**src/inc/dma_ch3_params.svh**
```systemverilog
// Purpose: Offsets, field positions and codes of the channel 3 block
// Assumes: Included by its bare name
// Notes: Definitions only
`ifndef DMA_CH3_PARAMS_SVH
`define DMA_CH3_PARAMS_SVH

// ==========================================================
// Register byte offsets
`define OFF_CONFIG 8'h30
`define OFF_COUNT 8'h34
`define OFF_PERIPH 8'h38
`define OFF_MEMORY 8'h3c

// ==========================================================
// Configuration field positions
`define CFG_WIDTH 15
`define CFG_EN_BIT 0
`define CFG_CYCLIC_BIT 5
`define CFG_PWIDTH_LO 8
`define CFG_MWIDTH_LO 10

// ==========================================================
// Width codes
`define WIDTH_BYTE 2'b00
`define WIDTH_HALF 2'b01
`define WIDTH_WORD 2'b10

// ==========================================================
// Reset values
`define RST_CONFIG 15'h0000
`define RST_COUNT 16'h0000
`define RST_ADDR 32'h0000_0000

`endif

```
**src/inc/dma_ch3_pkg.sv**
```systemverilog
// Purpose: Types shared by the channel 3 block
// Assumes: Nothing
// Notes: State record and transfer descriptor
package dma_ch3_pkg;

   typedef struct packed {
      logic [31:0] paddr;
      logic [31:0] maddr;
      logic [1:0] pwidth;
      logic [1:0] mwidth;
   } xfer_type;

   typedef struct packed {
      logic [14:0] cfg;
      logic [15:0] count;
      logic [15:0] prog;
      logic [31:0] paddr;
      logic [31:0] maddr;
      logic [15:0] pending;
      logic pready;
      logic pslverr;
      logic [31:0] prdata;
      logic out_valid;
      xfer_type out_data;
      logic skid_valid;
      xfer_type skid_data;
   } state_type;

endpackage

```
**src/logic/dma_channel_count_address.sv**
```systemverilog
// Purpose: Count and address part of DMA channel 3 behind APB
// Assumes: Bus engine pulses xfer_done once per finished transfer
// Notes: Descriptors leave through a two-entry buffer
//
// Behaviour
// - Count writes are dropped while the channel is enabled.
// - Enabled channel: count is read-only and reads remaining transfers.
// - Count drops by one after each finished transfer.
// - Without cyclic mode the count ends at zero.
// - With cyclic mode the count reloads the last programmed value.
// - A zero count issues no transfer even when enabled.
// - Count is sixteen bits in the low half; upper half reads zero.
// - Peripheral address register holds a 32-bit data register address.
// - Halfword peripheral width clears peripheral address bit 0.
// - Word peripheral width clears peripheral address bits 1 and 0.
// - Memory address register holds a 32-bit memory address.
// - Halfword memory width clears memory address bit 0.
// - Word memory width clears memory address bits 1 and 0.
// - Peripheral width codes 00, 01, 10 give 8, 16, 32 bits.
// - Memory width codes 00, 01, 10 give 8, 16, 32 bits.
// - Configuration bit set to 1 turns cyclic mode on.
//
// The APB register port was decided locally.
`timescale 1ns/1ps
`include "dma_ch3_params.svh"

module dma_channel_count_address (
   input wire logic mclk,
   input wire logic rst_b,
   input wire logic psel,
   input wire logic penable,
   input wire logic pwrite,
   input wire logic [7:0] paddr,
   input wire logic [31:0] pwdata,
   input wire logic [3:0] pstrb,
   output logic [31:0] prdata,
   output logic pready,
   output logic pslverr,
   output logic xfer_valid,
   input wire logic xfer_ready,
   output dma_ch3_pkg::xfer_type xfer_desc,
   input wire logic xfer_done,
   output logic [15:0] remaining
);

   // ==========================================================
   // Reset release
   logic rst_meta_q;
   logic rst_sync_q;
   logic rst_n;

   always_ff @(posedge mclk or negedge rst_b) begin
      if (!rst_b) begin
         rst_meta_q <= 1'b0;
         rst_sync_q <= 1'b0;
      end else begin
         rst_meta_q <= 1'b1;
         rst_sync_q <= rst_meta_q;
      end
   end

   assign rst_n = rst_sync_q;

   // ==========================================================
   // Helpers
   function automatic logic [1:0] width_code(input logic [1:0] code);
      logic [1:0] w;
      w = `WIDTH_BYTE;
      // Reserved code falls back to byte accesses
      if (code == `WIDTH_HALF) begin
         w = `WIDTH_HALF;
      end else if (code == `WIDTH_WORD) begin
         w = `WIDTH_WORD;
      end
      return w;
   endfunction

   function automatic logic [31:0] align(input logic [31:0] a,
                                         input logic [1:0] w);
      logic [31:0] r;
      r = a;
      if (w == `WIDTH_HALF) begin
         r[0] = 1'b0;
      end else if (w == `WIDTH_WORD) begin
         r[1:0] = 2'b00;
      end
      return r;
   endfunction

   // ==========================================================
   // State
   dma_ch3_pkg::state_type q;
   dma_ch3_pkg::state_type d;

   logic enabled;
   logic cyclic;
   logic [1:0] pw;
   logic [1:0] mw;
   logic access;
   logic in_ready;
   logic push;
   logic finish;
   dma_ch3_pkg::xfer_type fresh;

   assign enabled = q.cfg[`CFG_EN_BIT];
   assign cyclic = q.cfg[`CFG_CYCLIC_BIT];
   assign pw = width_code(q.cfg[`CFG_PWIDTH_LO +: 2]);
   assign mw = width_code(q.cfg[`CFG_MWIDTH_LO +: 2]);
   assign access = psel & penable;
   assign in_ready = ~q.skid_valid;
   // Only ask for transfers not yet covered by outstanding ones
   assign push = enabled & (q.count > q.pending) & in_ready;
   assign finish = xfer_done & (q.count != 16'h0000);

   always_comb begin
      fresh.paddr = align(q.paddr, pw);
      fresh.maddr = align(q.maddr, mw);
      fresh.pwidth = pw;
      fresh.mwidth = mw;
   end

   // ==========================================================
   // Next state
   always_comb begin
      d = q;
      d.pready = access & ~q.pready;
      d.pslverr = 1'b0;

      // Read data and error set up in the first access cycle
      if (access && !q.pready) begin
         d.pslverr = 1'b0;
         d.prdata = 32'h0000_0000;
         if (paddr == `OFF_CONFIG) begin
            d.prdata[14:0] = q.cfg;
         end else if (paddr == `OFF_COUNT) begin
            d.prdata[15:0] = q.count;
         end else if (paddr == `OFF_PERIPH) begin
            d.prdata = q.paddr;
         end else if (paddr == `OFF_MEMORY) begin
            d.prdata = q.maddr;
         end else begin
            d.pslverr = 1'b1;
         end
      end

      // Count bookkeeping
      if (finish) begin
         if (q.count == 16'h0001) begin
            d.count = cyclic ? q.prog : 16'h0000;
         end else begin
            d.count = q.count - 16'h0001;
         end
      end
      if (push && !(xfer_done && q.pending != 16'h0000)) begin
         d.pending = q.pending + 16'h0001;
      end else if (!push && xfer_done && q.pending != 16'h0000) begin
         d.pending = q.pending - 16'h0001;
      end

      // Writes take effect at the edge that sees pready
      if (access && q.pready && pwrite && !q.pslverr) begin
         if (paddr == `OFF_CONFIG) begin
            if (pstrb[0]) begin
               d.cfg[7:0] = pwdata[7:0];
            end
            if (pstrb[1]) begin
               d.cfg[14:8] = pwdata[14:8];
            end
         end else if (paddr == `OFF_COUNT) begin
            if (!enabled) begin
               if (pstrb[0]) begin
                  d.count[7:0] = pwdata[7:0];
                  d.prog[7:0] = pwdata[7:0];
               end
               if (pstrb[1]) begin
                  d.count[15:8] = pwdata[15:8];
                  d.prog[15:8] = pwdata[15:8];
               end
            end
         end else if (paddr == `OFF_PERIPH) begin
            for (int i = 0; i < 4; i++) begin
               if (pstrb[i]) begin
                  d.paddr[i*8 +: 8] = pwdata[i*8 +: 8];
               end
            end
         end else if (paddr == `OFF_MEMORY) begin
            for (int i = 0; i < 4; i++) begin
               if (pstrb[i]) begin
                  d.maddr[i*8 +: 8] = pwdata[i*8 +: 8];
               end
            end
         end
      end

      // Two-entry buffer toward the bus engine
      if (!q.out_valid || xfer_ready) begin
         if (q.skid_valid) begin
            d.out_valid = 1'b1;
            d.out_data = q.skid_data;
            d.skid_valid = 1'b0;
         end else begin
            d.out_valid = push;
            d.out_data = fresh;
         end
      end else if (push) begin
         d.skid_valid = 1'b1;
         d.skid_data = fresh;
      end
   end

   always_ff @(posedge mclk or negedge rst_n) begin
      if (!rst_n) begin
         q <= '0;
         q.cfg <= `RST_CONFIG;
         q.count <= `RST_COUNT;
         q.prog <= `RST_COUNT;
         q.paddr <= `RST_ADDR;
         q.maddr <= `RST_ADDR;
      end else begin
         q <= d;
      end
   end

   // ==========================================================
   // Outputs
   assign prdata = q.prdata;
   assign pready = q.pready;
   assign pslverr = q.pslverr;
   assign xfer_valid = q.out_valid;
   assign xfer_desc = q.out_data;
   assign remaining = q.count;
endmodule

```
**config.mk**
```make
export PLATFORM = sky130hd
export DESIGN_NAME = dma_channel_count_address
export DESIGN_NICKNAME = d
export VERILOG_FILES = /design/src/inc/dma_ch3_pkg.sv /design/src/logic/dma_channel_count_address.sv
export VERILOG_INCLUDE_DIRS = /design/src /design/src/inc
export SDC_FILE = /design/constraint.sdc
export NUM_CORES = 1
export LEC_CHECK = 0
export BUFFER_PORTS_ARGS = -buffer_cell sky130_fd_sc_hd__buf_2
export CAP_MARGIN = 30
export CORE_ASPECT_RATIO = 0.6
export CORE_MARGIN = 8
export CORE_UTILIZATION = 45
export DETAILED_ROUTE_END_ITERATION = 8
export HOLD_SLACK_MARGIN = 0.15
export PLACE_DENSITY = 0.66
export REMOVE_ABC_BUFFERS = 1
export SLEW_MARGIN = 0
export SYNTH_ARGS = -nofsm -noshare
export SYNTH_HDL_FRONTEND = slang
export SYNTH_SLANG_ARGS = --single-unit
```
**constraint.sdc**
```tcl
create_clock -name mclk -period 9.8 [get_ports mclk]
set_input_delay 0.49 -clock mclk [delete_from_list [all_inputs] [get_ports mclk]]
set_output_delay 0.49 -clock mclk [all_outputs]
set_load 0.005 [all_outputs]
```
==> results by group <==
CTS
  – Hold_buf cts: 2
  – Postcts setup bufs: 0
  – Worst skew pair latency: 570 ps
  – Clock slew at reported path FFs: 70 ps
  – TritonCTS Buffers: 29
  – Clk sinks: 301
  – H-tree level count: 1
  – CTS root buffer: clkbuf_16
  – CTS resizes: 0
  – CTS tree: yes
  – CTS Buffer Depth: 3

Die
  – Initial core utilization: 45.75%
  – Row count: 51
  – DIE WIDTH: 250.6 um
  – Die area: 39280 um^2
  – Die H: 156.8 um
  – Core Region: 32480 um^2
  – IO Count: 170

GRT
  – GRT Overall Usage: 19.26%
  – Initial antenna violation count: 3
  – First-pass GRT wire length: 59930 um
  – Vias in the first global route: 9969
  – Gr ovfl total: 0
  – Largest net degree at the start of global routing: 91

Yosys
  – Mux contribution to synthesized area: 18.46%
  – Synth warn: 0
  – Simple-gate portion of the synthesized area: 8.681%
  – Yosys top cell by area: dfrtp_1
  – Sequential-to-total area share from yosys stat: 50.69%
  – Register bit total from synthesis: 301
  – Top cell type's share of synthesized area: 50.69%
  – Synth Area in Adders: 2.913%
  – Most common cell in the netlist: dfrtp_1
  – Cell count after synthesis: 1322
  – Synth top area cells: dfrtp_1 (51%), mux2_2 (8.9%), buf_4 (5.9%)
  – Number of flops mapped to enable cells by yosys: 0
  – Syn_area_per_cell: 11.24 um^2
  – Mapped Area: 14860 um^2
  – Xor and xnor fraction of the mapped netlist area: 0.8841%
  – Largest family of logic cells by synthesized area: multiplexers
  – Synth top cells by count: dfrtp_1 (301), nand2_1 (173), o21ai_0 (125), mux2_2 (117), buf_4 (116)
  – FFs w/ async S/R, synth: 100.0%
  – Most common flop cell mapped by yosys: dfrtp_1
  – Complex-gate fraction of the synthesized area: 9.986%
  – Synth cell types: 64

Worst setup path
  – Crit path max fanout: 16
  – Worst EP arrival: 5200 ps
  – WP data required: 10290 ps
  – Critical Path Start Type: flip-flop
  – CP Capture Type: flip-flop
  – Critical Setup Path Class: reg2reg

STA
  – Fin. Hold Viols: 0
  – Achievable frequency: 212.4 MHz
  – Rel. slew slack: 35.08%
  – Unrepaired setup endpoints after global routing: false
  – Setup violators final: 0
  – Min Tclk post-route: 4707 ps
  – Max Transition Viols Final: 0
  – Worst-Margin Slew: 970.3 ps
  – Tcrit/Tclk final: 48.03%
  – Fin worst setup slack: 5093 ps
  – Total negative setup slack: 0 ps
  – Fin Clk Skew: 20.11 ps

Outcome
  – Status: completed

Power
  – Power Dens Cells: 201.7 nW/um^2
  – Peak VDD IR: 0.0001121 V
  – Static leakage: 8.000 nW
  – Total Power: 0.003285 W

Routing
  – Residual DRC: 0
  – Post-route antenna net violation count: 0
  – Starting DRT DRC Count: 739
  – WL per Instance: 21.01 um
  – Vias per cell: 5.518
  – Final WL: 38100 um
  – First-pass DRT Iterations: 5
  – Via count: 10004

Placement
  – Final Wtd Congestion: 0.9224
  – Post-DP Area: 15300 um^2
  – Port buffer count: 169
  – Dpl ws: 5223 ps
  – DP Wirelength: 27000 um

Layout
  – Layout cells sized above 1: 28.67%
  – Layout area overhead: 9.573%
  – Post-route cell area: 16280 um^2
  – Nets: 1452

Worst hold path
  – Hold/Removal Path Class: in2reg

Run
  – Number of max-cap violations: 0
==> cell usage in the layout (no fill, tap or decap), types with 23 or more instances in the layout <==
cell,netlist,final
nor2_1,35,34
clkbuf_16,0,29
dfrtp_1,301,299
mux2i_1,73,73
mux2_2,117,117
a21oi_1,39,39
nand3_1,25,25
ha_1,33,33
buf_2,10,170
inv_1,23,23
o21ai_0,125,124
nand2_1,173,173
==> state kept, by name, indices dropped and copies added (netlist names) <==
register,flops
rst_n,1
enabled,1
pready,1
cyclic,1
remaining,16
fresh,60
rst_meta_q,1
prdata,32
xfer_valid,1
q,118
xfer_desc,68
pslverr,1
==> worst max-delay path: stages (launching register included) <==
cell and delay [ps]:
dfrtp_1 390, inv_1 80, ha_1 320, nand2_1 60, o21ai_0 380, a221oi_1 180, a31oi_2 350, nand3_1 590
ha_1 590, o21ai_0 110, o21bai_1 160, a21oi_1 130, o31ai_1 640, a21boi_0 270, mux2i_1 240, xnor2_1 140
==> cell families (layout without fill, tap and decap cells) <==
kind of cell | Yosys count | after routing
compound gates | 247 | 247
xor+xnor | 15 | 15
fa+ha+maj | 34 | 34
buf+inv | 202 | 268
flops | 301 | 301
mux | 230 | 230
other cells | 1 | 2
simple gates | 292 | 292
==> final timing paths <==
| kind | startpoint | endpoint | slack [ps] | cells after the start |
|---|---|---|---|---|
| min in group asynchronous | rst_b | rst_meta_q | 230 | 2 |
| worst max register to register | q[179] | q[187] | 5090 | 15 |
| max in group asynchronous | rst_n | q[62] | 7350 | 2 |
| worst min register to register | rst_n | xfer_desc[66] | 320 | 0 |
| worst max-delay path | q[179] | q[187] | 5090 | 15 |
| worst min-delay path | pwdata[27] | fresh[63] | 170 | 2 |
==> metal layers <==
| layer | track usage, % | vias to the layer above | part of all wire [%] |
|---|---|---|---|
| li1 | - | 4654 | - |
| met1 | 28.92 | 5016 | 49 |
| met2 | 27.29 | 278 | 41 |
| met3 | 4.836 | 54 | 7.2 |
| met4 | 4.779 | 2 | 2.3 |
| met5 | 0 | - | 0.029 |
==> metrics by stage <==
step / hold WS (ps) / std cells / util, %
4_1_cts: 155.0 / 1812 / 50.13
2_1_floorplan: 194.4 / 1144 / -
3_5_place_dp: 279.1 / 1758 / 47.12
3_3_place_gp: 276.4 / 1755 / 46.93
5_1_grt: 160.9 / 1813 / 50.13
6_report: 174.0 / 1813 / 50.13
==> report_power, final <==
| part | leakage, nW | switching (W) | internal [W] |
|---|---|---|---|
| sequential | 4.14 | 0.000110 | 0.00131 |
| clock | 0.463 | 0.000492 | 0.000662 |
| combinational | 3.40 | 0.000417 | 0.000294 |
| total | 8.00 | 0.00102 | 0.00227 |
==> cell type report <==
cell class              instances  area, um^2
flip-flops and latches        301        7540
fillers                      2934       16200
clock buffers                  43       828.3
diodes                          1       2.502
multi-input cells             819        6102
inverters                      24       90.09
repair buffers                192        1061
clock inverters                 9       128.9
well taps                     424       530.5
Power figures use the tool's default switching activity.
